[src/pkg/acl_action_defines.vh]
// constants for the acl action-processing block
`ifndef ACL_ACTION_DEFINES_VH
`define ACL_ACTION_DEFINES_VH
// ************************************************************
// direct register addresses
// ************************************************************
`define ACL_REG_IND_CTRL 8'h6e
`define ACL_REG_IND_ADDR 8'h6f
`define ACL_REG_IND_DATA 8'ha0
`define ACL_TABLE_SEL 3'h2
// ************************************************************
// entry byte offsets and fields
// ************************************************************
`define ACL_OFS_REMARK 8'h0a
`define ACL_OFS_FORWARD 8'h0b
`define ACL_RESET_BYTE 8'h00
`define ACL_REMARK_EN_BIT 2
`define ACL_MAP_OR 2'h1
`define ACL_MAP_AND 2'h2
`define ACL_MAP_REPLACE 2'h3
`define ACL_MATCH_COUNT 2'h1
`define ACL_ENABLE_COUNT 2'h0
`define ACL_UNIT_BIT 4
`define ACL_CMODE_BIT 3
// ************************************************************
// timing
// ************************************************************
`define ACL_CLK_MHZ 50
`define ACL_US_PER_MS 1000
`define ACL_CYC_PER_US (`ACL_CLK_MHZ)
// last divider states, sized to the prescaler registers: 50 - 1 and 1000 - 1
`define ACL_US_DIV_LAST 6'h31
`define ACL_MS_DIV_LAST 10'h3e7
`endif

[src/hw/acl_rule_counter.v]
// one rule's 11-bit alternative counter: timed count-down or packet count-up
`timescale 1ns/1ns
`include "acl_action_defines.vh"
module acl_rule_counter (
   input wire i_clk,          // core clock
   input wire i_rst_b,        // sync reset, active low
   input wire i_active,       // counter mode selected
   input wire i_count_up,     // 1 packet count-up, 0 timed count-down
   input wire i_unit_ms,      // 1 ms ticks, 0 us ticks
   input wire i_tick_us,      // one-cycle microsecond tick
   input wire i_tick_ms,      // one-cycle millisecond tick
   input wire i_pkt_hit,      // matched packet received on this port
   input wire [10:0] i_limit, // value from the action fields
   input wire i_clear,        // entry rewritten
   output reg o_expire        // one-cycle expiry pulse
);
   reg [10:0] cnt_q;
   reg [10:0] cnt_d;
   reg done_q;
   reg done_d;
   reg fire_d;
   wire tick;

   assign tick = i_unit_ms ? i_tick_ms : i_tick_us;

   // next state; a finished count stays put until the entry is rewritten or counter mode is left
   always @* begin
      cnt_d = cnt_q;
      done_d = done_q;
      fire_d = 1'b0;
      if (i_active && !done_q) begin
         if (i_count_up) begin
            if (cnt_q == i_limit) begin
               done_d = 1'b1;
               fire_d = 1'b1;
            end else if (i_pkt_hit) begin
               cnt_d = cnt_q + 11'h001;
            end
         end else begin
            if (cnt_q == 11'h000) begin
               done_d = 1'b1;
               fire_d = 1'b1;
            end else if (tick) begin
               cnt_d = cnt_q - 11'h001;
            end
         end
      end
      // a rewrite reloads the count, but an expiry in that same cycle keeps its pulse
      if (i_clear || !i_active) begin
         cnt_d = i_count_up ? 11'h000 : i_limit;
         done_d = 1'b0;
      end
   end

   // state registers
   always @(posedge i_clk) begin
      if (!i_rst_b) begin
         cnt_q <= 11'h000;
         done_q <= 1'b0;
         o_expire <= 1'b0;
      end else begin
         cnt_q <= cnt_d;
         done_q <= done_d;
         o_expire <= fire_d;
      end
   end
endmodule

[src/hw/acl_action_processing.v]
// acl rule action processing for five ports: remark, map mode and counters
// ************************************************************
// ************************************************************
`timescale 1ns/1ns
`include "acl_action_defines.vh"
module acl_action_processing (
   input wire I_REF_CLK,                   // 50 MHz core clock
   input wire I_RST_B,                     // sync reset, active low
   input wire [7:0] I_REG_ADDR,            // direct register address
   input wire [7:0] I_REG_WDATA,           // write data
   input wire I_REG_WR,                    // write strobe
   input wire I_REG_RD,                    // read strobe
   output reg [7:0] O_REG_RDATA,           // read data, one cycle after strobe
   input wire [9:0] I_MATCH_MODE_FIELD,    // per-port match mode, 2 bits each
   input wire [9:0] I_MATCH_ENABLE_FIELD,  // per-port enable field, 2 bits each
   input wire I_PKT_VALID,                 // packet decision request
   input wire [2:0] I_PKT_PORT,            // ingress port 1..5
   input wire I_PKT_HIT,                   // rule matched this packet
   input wire [4:0] I_LUT_MAP,             // look-up table forwarding map
   output reg O_ACT_VALID,                 // decision valid pulse
   output reg [4:0] O_FWD_MAP,             // resulting forwarding map
   output reg O_REMARK,                    // replace vlan priority
   output reg [2:0] O_REMARK_PRIO,         // priority to write
   output wire [4:0] O_CNT_EXPIRE          // per-port counter interrupt pulse
);
   // ************************************************************
   // storage
   // ************************************************************
   reg [7:0] ind_ctrl_q;
   reg [7:0] ind_addr_q;
   reg [7:0] remark_byte_q [0:4];
   reg [7:0] forward_byte_q [0:4];
   reg [4:0] clear_q;
   reg [5:0] us_div_q;
   reg [9:0] ms_div_q;
   reg tick_us_q;
   reg tick_ms_q;
   wire sel_ok;
   wire [2:0] sel_idx;
   wire wr_data;
   wire [2:0] pkt_idx;
   wire [7:0] rd_byte;

   // port number 1..5 to array index; anything else is no port
   function [2:0] port_idx;
      input [3:0] port;
      begin
         port_idx = port[2:0] - 3'h1;
      end
   endfunction

   function port_ok;
      input [3:0] port;
      begin
         port_ok = (port >= 4'h1) && (port <= 4'h5);
      end
   endfunction

   // indirect select: only the acl table and a legal port reach the entry
   assign sel_ok = (ind_ctrl_q[7:5] == `ACL_TABLE_SEL) && port_ok(ind_ctrl_q[3:0]);
   assign sel_idx = port_idx(ind_ctrl_q[3:0]);
   assign wr_data = I_REG_WR && (I_REG_ADDR == `ACL_REG_IND_DATA) && sel_ok;
   assign pkt_idx = port_idx({1'b0, I_PKT_PORT});

   // ************************************************************
   // register port
   // ************************************************************
   // control and address registers, plus the clear pulse for entry writes through the data port
   always @(posedge I_REF_CLK) begin
      if (!I_RST_B) begin
         ind_ctrl_q <= 8'h00;
         ind_addr_q <= 8'h00;
         clear_q <= 5'h00;
      end else begin
         clear_q <= 5'h00;
         if (I_REG_WR && (I_REG_ADDR == `ACL_REG_IND_CTRL)) begin
            ind_ctrl_q <= I_REG_WDATA;
         end
         if (I_REG_WR && (I_REG_ADDR == `ACL_REG_IND_ADDR)) begin
            ind_addr_q <= I_REG_WDATA;
         end
         if (wr_data && ((ind_addr_q == `ACL_OFS_REMARK) ||
                         (ind_addr_q == `ACL_OFS_FORWARD))) begin
            clear_q[sel_idx] <= 1'b1;
         end
      end
   end

   // entry bytes; reset to zero, the port map included
   genvar p;
   generate
      for (p = 0; p < 5; p = p + 1) begin : g_entry
         always @(posedge I_REF_CLK) begin
            if (!I_RST_B) begin
               remark_byte_q[p] <= `ACL_RESET_BYTE;
               forward_byte_q[p] <= `ACL_RESET_BYTE;
            end else if (wr_data && (sel_idx == p)) begin
               if (ind_addr_q == `ACL_OFS_REMARK) begin
                  remark_byte_q[p] <= I_REG_WDATA;
               end
               if (ind_addr_q == `ACL_OFS_FORWARD) begin
                  forward_byte_q[p] <= I_REG_WDATA;
               end
            end
         end
      end
   endgenerate

   // selected entry byte; other offsets of the entry live elsewhere and read zero
   assign rd_byte = !sel_ok ? 8'h00 :
                    (ind_addr_q == `ACL_OFS_REMARK) ? remark_byte_q[sel_idx] :
                    (ind_addr_q == `ACL_OFS_FORWARD) ? forward_byte_q[sel_idx] : 8'h00;

   // registered read answer; unmapped addresses return zero
   always @(posedge I_REF_CLK) begin
      if (!I_RST_B) begin
         O_REG_RDATA <= 8'h00;
      end else if (I_REG_RD) begin
         case (I_REG_ADDR)
            `ACL_REG_IND_CTRL: O_REG_RDATA <= ind_ctrl_q;
            `ACL_REG_IND_ADDR: O_REG_RDATA <= ind_addr_q;
            `ACL_REG_IND_DATA: O_REG_RDATA <= rd_byte;
            default: O_REG_RDATA <= 8'h00;
         endcase
      end
   end

   // ************************************************************
   // time base
   // ************************************************************
   // shared prescaler; one tick per us and per ms for all five counters
   always @(posedge I_REF_CLK) begin
      if (!I_RST_B) begin
         us_div_q <= 6'h00;
         ms_div_q <= 10'h000;
         tick_us_q <= 1'b0;
         tick_ms_q <= 1'b0;
      end else begin
         tick_us_q <= 1'b0;
         tick_ms_q <= 1'b0;
         if (us_div_q == `ACL_US_DIV_LAST) begin
            us_div_q <= 6'h00;
            tick_us_q <= 1'b1;
            if (ms_div_q == `ACL_MS_DIV_LAST) begin
               ms_div_q <= 10'h000;
               tick_ms_q <= 1'b1;
            end else begin
               ms_div_q <= ms_div_q + 10'h001;
            end
         end else begin
            us_div_q <= us_div_q + 6'h01;
         end
      end
   end

   // ************************************************************
   // counters
   // ************************************************************
   wire [4:0] cnt_mode;
   generate
      for (p = 0; p < 5; p = p + 1) begin : g_cnt
         assign cnt_mode[p] = (I_MATCH_MODE_FIELD[2*p+1:2*p] == `ACL_MATCH_COUNT) &&
                              (I_MATCH_ENABLE_FIELD[2*p+1:2*p] == `ACL_ENABLE_COUNT);
         // limit is byte 0x0a followed by the top three bits of byte 0x0b
         acl_rule_counter u_cnt (
            .i_clk(I_REF_CLK),
            .i_rst_b(I_RST_B),
            .i_active(cnt_mode[p]),
            .i_count_up(forward_byte_q[p][`ACL_CMODE_BIT]),
            .i_unit_ms(forward_byte_q[p][`ACL_UNIT_BIT]),
            .i_tick_us(tick_us_q),
            .i_tick_ms(tick_ms_q),
            .i_pkt_hit(I_PKT_VALID && I_PKT_HIT && (pkt_idx == p)),
            .i_limit({remark_byte_q[p], forward_byte_q[p][7:5]}),
            .i_clear(clear_q[p]),
            .o_expire(O_CNT_EXPIRE[p])
         );
      end
   endgenerate

   // ************************************************************
   // packet action
   // ************************************************************
   wire [7:0] rb;
   wire [7:0] fb;
   wire pkt_ok;
   reg [4:0] map_d;
   assign pkt_ok = port_ok({1'b0, I_PKT_PORT});
   assign rb = pkt_ok ? remark_byte_q[pkt_idx] : 8'h00;
   assign fb = pkt_ok ? forward_byte_q[pkt_idx] : 8'h00;

   // map merge; bit n of the rule map is port n+1 as is the table map
   always @* begin
      map_d = I_LUT_MAP;
      if (I_PKT_HIT && pkt_ok && !cnt_mode[pkt_idx]) begin
         case (fb[6:5])
            `ACL_MAP_OR: map_d = I_LUT_MAP | fb[4:0];
            `ACL_MAP_AND: map_d = I_LUT_MAP & fb[4:0];
            `ACL_MAP_REPLACE: map_d = fb[4:0];
            default: map_d = I_LUT_MAP;
         endcase
      end
   end

   // decision registers; counter mode reuses the fields, so no remark then
   always @(posedge I_REF_CLK) begin
      if (!I_RST_B) begin
         O_ACT_VALID <= 1'b0;
         O_FWD_MAP <= 5'h00;
         O_REMARK <= 1'b0;
         O_REMARK_PRIO <= 3'h0;
      end else begin
         O_ACT_VALID <= I_PKT_VALID;
         if (I_PKT_VALID) begin
            O_FWD_MAP <= map_d;
            O_REMARK <= I_PKT_HIT && pkt_ok && !cnt_mode[pkt_idx] &&
                        rb[`ACL_REMARK_EN_BIT];
            O_REMARK_PRIO <= {1'b0, rb[1:0]};
         end
      end
   end
endmodule

[config.mk]
export PLATFORM = sky130hd
export DESIGN_NAME = acl_action_processing
export DESIGN_NICKNAME = d
export VERILOG_FILES = /design/src/hw/acl_rule_counter.v /design/src/hw/acl_action_processing.v
export VERILOG_INCLUDE_DIRS = /design/src /design/src/pkg
export SDC_FILE = /design/constraint.sdc
export NUM_CORES = 1
export LEC_CHECK = 0
export ABC_AREA = 0
export BUFFER_PORTS_ARGS = -buffer_cell sky130_fd_sc_hd__clkbuf_2
export CAP_MARGIN = 5
export CORE_ASPECT_RATIO = 0.75
export CORE_UTILIZATION = 30
export CTS_CLUSTER_SIZE = 40
export DETAILED_ROUTE_END_ITERATION = 7
export PLACE_DENSITY = 0.5
export SYNTH_ARGS = -nofsm -noshare
export SYNTH_HDL_FRONTEND = slang
export SYNTH_HIERARCHICAL = 1
export SYNTH_SLANG_ARGS = --single-unit
[constraint.sdc]
create_clock -name I_REF_CLK -period 3.5 [get_ports I_REF_CLK]
set_input_delay 0.175 -clock I_REF_CLK [delete_from_list [all_inputs] [get_ports I_REF_CLK]]
set_output_delay 0.175 -clock I_REF_CLK [all_outputs]
set_load 0.01 [all_outputs]
### Word-level counts from Yosys, hierarchy flattened

Memories as Yosys holds them, arrays and structs flattened.
Index checks and enable logic that the tools add are counted.

| storage, ports and cells | value |
|---|---|
| output and inout bits | 23 |
| word-level logic and storage cells | 345 |
| input port bits | 50 |
| register bits | 121 |
| memories kept | 2 |
| memory bits (writable) | 80 |

Memories:

| name | words | bits a word | rd ports | clocked after Yosys merged registers in | write ports | line | RTL |
|---|---|---|---|---|---|---|---|
| forward_byte_q | 5 | 8 | 7 | 0 | 5 | acl_action_processing.v:32 | `reg [7:0] forward_byte_q [0:4];` |
| remark_byte_q | 5 | 8 | 7 | 0 | 5 | acl_action_processing.v:31 | `reg [7:0] remark_byte_q [0:4];` |

| cells by class | value |
|---|---|
| equality and inequality tests | 49 |
| $add $sub $neg | 14 |
| order comparisons | 7 |
| muxes and demuxes | 133 |
| bitwise gates (word level) | 13 |
| reductions and logical operators | 100 |

Operators with widths:

| operator | count |
|---|---|
| $mux W11 | 40 |
| $mux W8 | 13 |
| $mux W1 | 72 |
| $add A11 B1 Y11 const B | 5 |
| $eq A11 B11 Y1 | 5 |
| $logic_not A11 Y1 | 5 |
| $sub A11 B1 Y11 const B | 5 |
| $logic_and A1 B1 Y1 | 33 |
| $ne A3 B3 Y1 const B | 10 |
| $reduce_and A5 Y1 | 5 |
| $pmux W8 S3 | 1 |
| $reduce_bool A2 Y1 | 10 |
| $eq A8 B4 Y1 const B | 2 |
| $eq A8 B7 Y1 const B | 2 |
| $eq A3 B2 Y1 const B | 5 |
| $ne A3 B2 Y1 const B | 5 |
| $pmux W5 S3 | 1 |
| $reduce_and A3 Y1 | 5 |
| $reduce_bool A3 Y1 | 5 |
| $reduce_and A2 Y1 | 7 |
| $eq A2 B1 Y1 const B | 6 |
| $reduce_or A2 Y1 | 6 |
| $logic_not A1 Y1 | 11 |
| $add A10 B1 Y10 const B | 1 |
| other kinds (27) | 56 |

### Longest topological paths before layout

| depth | value |
|---|---|
| depth in word-level cells | 9 |
| mapped depth | 13 |
| depth with buffers taken out | 9 |

### Cells and area by module

The synthesis kept the hierarchy.

Modules (own cells, without submodules):

| module | times used | area an instance (um2) | sequential area each (um2) | cells an instance |
|---|---|---|---|---|
| acl_action_processing | 1 | 6984.2 | 3523.4 | 652 |
| acl_rule_counter (g_cnt[1].u_cnt ...) | 4 | 1283.7 | 260.2 | 157 |
| acl_rule_counter (g_cnt[0].u_cnt) | 1 | 1306.3 | 260.2 | 160 |

### Worst setup path after synthesis

No wires, ideal clock.

| path | value |
|---|---|
| kind | register to register |
| start | register ind_ctrl_q[0] |
| end | memory remark_byte_q[4][0], enable pin |
| arrival time | 2.580 ns |
| slack | 0.536 ns |
| period minus slack after synthesis | 2.964 ns |
| required time | 3.116 ns |
| stages on the path, launching flop included | 10 |
| library setup time | 0.384 ns |
| cells stage by stage | dfxtp_1 buf_2 buf_2 inv_2 ha_1 xor2_1 buf_2 buf_2 nand2_1 o21ai_0 |

RTL lines:

| element | line | RTL |
|---|---|---|
| start: declaration | acl_action_processing.v:29 | `reg [7:0] ind_ctrl_q;` |
| start signal: assignment | acl_action_processing.v:71 | `ind_ctrl_q <= 8'h00;` |
| start signal: assignment | acl_action_processing.v:77 | `ind_ctrl_q <= I_REG_WDATA;` |
| end: declaration | acl_action_processing.v:31 |  |

==> results by group <==
Run status
  – Status: complete, no violations

Power and ir drop
  – Peak VDD IR: 0.304 mV
  – Clock Power Share: 41.7%
  – Switching portion of total power: between 20% and 30%
  – Internal Dissipation: 4.43 mW
  – Flop pwr share: 43.5%
  – NetSw: 1.73 mW
  – Combinational share of power: 14.8%
  – Tot Pwr: 6.16 mW
  – Power Density: 402 nW/µm²
  – LEAKAGE: 5.79 nW

Clocking
  – CTS tree: yes
  – Cts bufs inserted: 24
  – CTS Buffer Depth: 3
  – Clk_lat worst skew: 540 ps
  – Reg clk slew, reported paths: 60 ps
  – H-tree levels: 1
  – # Post-CTS Setup Buffers: 0
  – Clock Tree Root: clkbuf_16
  – Clock sink total: 201

STA
  – Final hold vios: 0
  – Slew HR: between 40% and 50%
  – FMAX: 353 MHz
  – Worst slew pin tran: 868 ps
  – Total Negative Setup Slacks: 0 ps
  – Final WS setup: around 670 ps
  – Post-route minimum period: 2830 ps
  – Max Slew Vio Count: 0
  – Worst Clk Skew: just under 20 ps
  – Period utilisation layout: around 81%
  – Finish-stage setup viols: 0
  – RSZ-0062 raised after global routing: no

Cells and area
  – Post-Layout Cell Count: 2109
  – Fin nets: 1626
  – Diode count: 0
  – Share of cells above drive strength 1: between 15 and 20%
  – # fillers: ~4500
  – Area grow syn2layout: 14.1%
  – Final design utilization: 35.0%

Worst setup path
  – R2r startpoint: forward_byte_q[0][3]$_SDFFCE_PN0P_
  – Worst Setup SP: forward_byte_q[0][3]$_SDFFCE_PN0P_
  – Worst Path Required: 3920 ps
  – Crit path launch type: flip-flop
  – Cell family with most CP delay: compound AO/OA/AOI/OAI gates
  – Worst path bufs/invs: 1
  – Worst-path fanout max: 10
  – Arrival @ worst endpoint: 3250 ps
  – CP endpoint kind: flip-flop
  – Crit path largest cell delay: 470 ps
  – Crit-path cells: clkinv_1, ha_1, nor2b_1, o31ai_1, a211oi_1, o41ai_1, a21oi_1, o221a_2
  – WS Path Type: reg2reg
  – CP max stage cell: o31ai_1

Synthesis
  – Syn Nets: between 1500 and 2000
  – Post-synthesis sequential area ratio: 35.9%
  – EDFF count, synth: 80
  – Post-synth top area share: 18.0%
  – Post-synth top cells: dfxtp_1, nand2_1, nor2_1
  – Mapped cell area: 13400 µm²
  – Synth Flop Type: dfxtp_1
  – YS warnings: 6
  – Number of synthesized register bits: 201
  – Synth area leaders: dfxtp_1, edfxtp_1, ha_1, xnor2_1, nand2_1
  – Count leader, synth: dfxtp_1
  – Cells after Synth: 1440
  – Dominant cell type by area after synthesis: dfxtp_1
  – Avg Inst Size Synth: 9.32 µm²
  – Post-synth ARST share: 0%
  – Unique masters post-synth: 90

Die
  – Initial Util: 30.7%
  – Die Y: about 190 µm
  – Die area: roughly 46000 µm²
  – Core Area: 43800 µm²
  – Num ports: 73
  – Row cnt: 66
  – Die W: approximately 250 µm

Global route
  – Global route overflow: 0
  – Initial antenna violation count: 3
  – Total track usage: 18.8%
  – Vias in the first global route: 11000
  – First-pass GRT wire length: 66.6 mm
  – Largest net degree at the start of global routing: 57

Placed design
  – HPWL Detailed: 32.3 mm
  – Placer congestion estimate: 0.885
  – Dpl ws: approximately 750 ps
  – Port Buf Inserts: 71
  – Dpl cells: between 2000 and 2500

Job
  – Max cap viols: 0

Detailed routing
  – DR vias: around 12000
  – Final wirelength: 43.6 mm
  – # DRC: 0
  – DR WL/cell: 20.7 µm
  – Initial DRC Count: between 1000 and 1500
  – DR vias/cell: 5.59
  – ANT nets after route: 0
  – DR pass1 iterations: 5

Min path
  – Class of the worst hold path: in2reg
  – Hold Crit Start: I_REG_RD
==> state kept, by name, summed over array words and instances, names as in the netlist <==
register / cells
remark_byte_q: 40
O_FWD_MAP: 5
O_ACT_VALID: 1
g_cnt.u_cnt/o_expire: 5
forward_byte_q: 40
O_REG_RDATA: 8
O_REMARK_PRIO: 2
ms_div_q: 10
ind_addr_q: 8
tick_us_q: 1
g_cnt.u_cnt/done_q: 5
ind_ctrl_q: 8
O_REMARK: 1
tick_ms_q: 1
g_cnt.u_cnt/cnt_q: 55
us_div_q: 6
clear_q: 5
==> worst reg2reg max path, cell delays in order, from the launching register on <==
cell	delay [ps]
edfxtp_1	340
clkinv_1	300
ha_1	430
nor2b_1	180
o31ai_1	470
a211oi_1	200
o41ai_1	430
a21oi_1	120
o221a_2	260
==> cell type report <==
class	instances	area, µm²	area share [%]
clock buffers	34	692	4.52
clock inverters	10	109	0.711
inverters	48	180	1.18
multi-input cells	1126	8100	52.9
flip-flops and latches	201	4820	31.5
well taps	578	723	4.72
repair buffers	112	688	4.49
==> cell usage in the layout, fill, tap and decap left out, types with 6 or more instances in the layout <==
cell / instances
clkbuf_2: 72
clkbuf_16: 25
a211oi_2: 15
nor2b_1: 6
a22oi_1: 15
a21oi_1: 58
mux2i_1: 33
nor4b_1: 13
a22o_1: 7
nand4_1: 26
dfxtp_1: 121
nand2b_1: 25
inv_1: 41
nor2_1: 93
ha_1: 58
o21ai_0: 58
and3_1: 67
nor4_1: 15
mux4_2: 17
buf_4: 35
a31oi_1: 27
and2_1: 45
nor3b_1: 7
or3_1: 9
o221ai_1: 7
a211oi_1: 10
o211ai_1: 28
nand2_1: 116
a21o_1: 9
nor3_1: 34
o311ai_0: 7
mux2_2: 13
xnor2_1: 70
o211a_1: 16
xor2_1: 28
edfxtp_1: 80
nand3_1: 83
==> power by group through the flow <==
stage	logic, mW	clock network [mW]	registers, mW
after floorplan	0.642	0	2.66
after global placement	0.886	0	2.72
after detailed placement	0.895	0	2.72
after CTS	0.905	2.64	2.67
after global routing	1.00	2.73	2.69
final	0.911	2.57	2.68
==> kinds of logic (layout without fill, tap and decap cells) <==
kind of cell | after synthesis | after routing | synth area share (%)
multiplexers | 63 | 63 | 6.40
flip-flops | 201 | 201 | 35.9
AND/OR/NAND/NOR | 564 | 564 | 22.2
XOR/XNOR | 99 | 99 | 6.46
adder cells (fa/ha/maj) | 63 | 63 | 6.15
AO/OA/AOI/OAI | 336 | 336 | 19.0
other | 1 | 1 | 0.0279
buffers and inverters | 113 | 204 | 3.81
==> per-layer routing <==
metal  wire length (µm)  GRT usage (%)  vias up
met2              17900           27.0      367
met1              22100           28.9     5780
li1                   -              -     5578
met3               2720           3.33       65
met5                 29              0        -
met4                860           3.85        4
==> worst paths after layout <==
path	endpoint	slack, ps	cells past startpoint
min	O_REG_RDATA[6]$_SDFFE_PN0P_	70	2
max reg2reg	g_cnt[0].u_cnt/cnt_q[10]$_SDFFE_PN0P_	670	8
max	g_cnt[0].u_cnt/cnt_q[10]$_SDFFE_PN0P_	670	8
min reg2reg	us_div_q[5]$_SDFF_PP0_	480	2
==> metrics by stage <==
step / hold slack (ps) / area (µm²)
2_1_floorplan: 315 / 13400
3_3_place_gp: 434 / 14500
3_5_place_dp: 434 / 14500
4_1_cts: 45.7 / 15300
5_1_grt: 92.5 / 15300
6_report: 73.8 / 15300
==> what timing repair did <==
item,CTS,global route
hold endpoints to repair,5,0
hold buffers,5,0
endpoints found under the setup margin,0,0
resized for setup,0,0
Power figures use the tool's default switching activity.
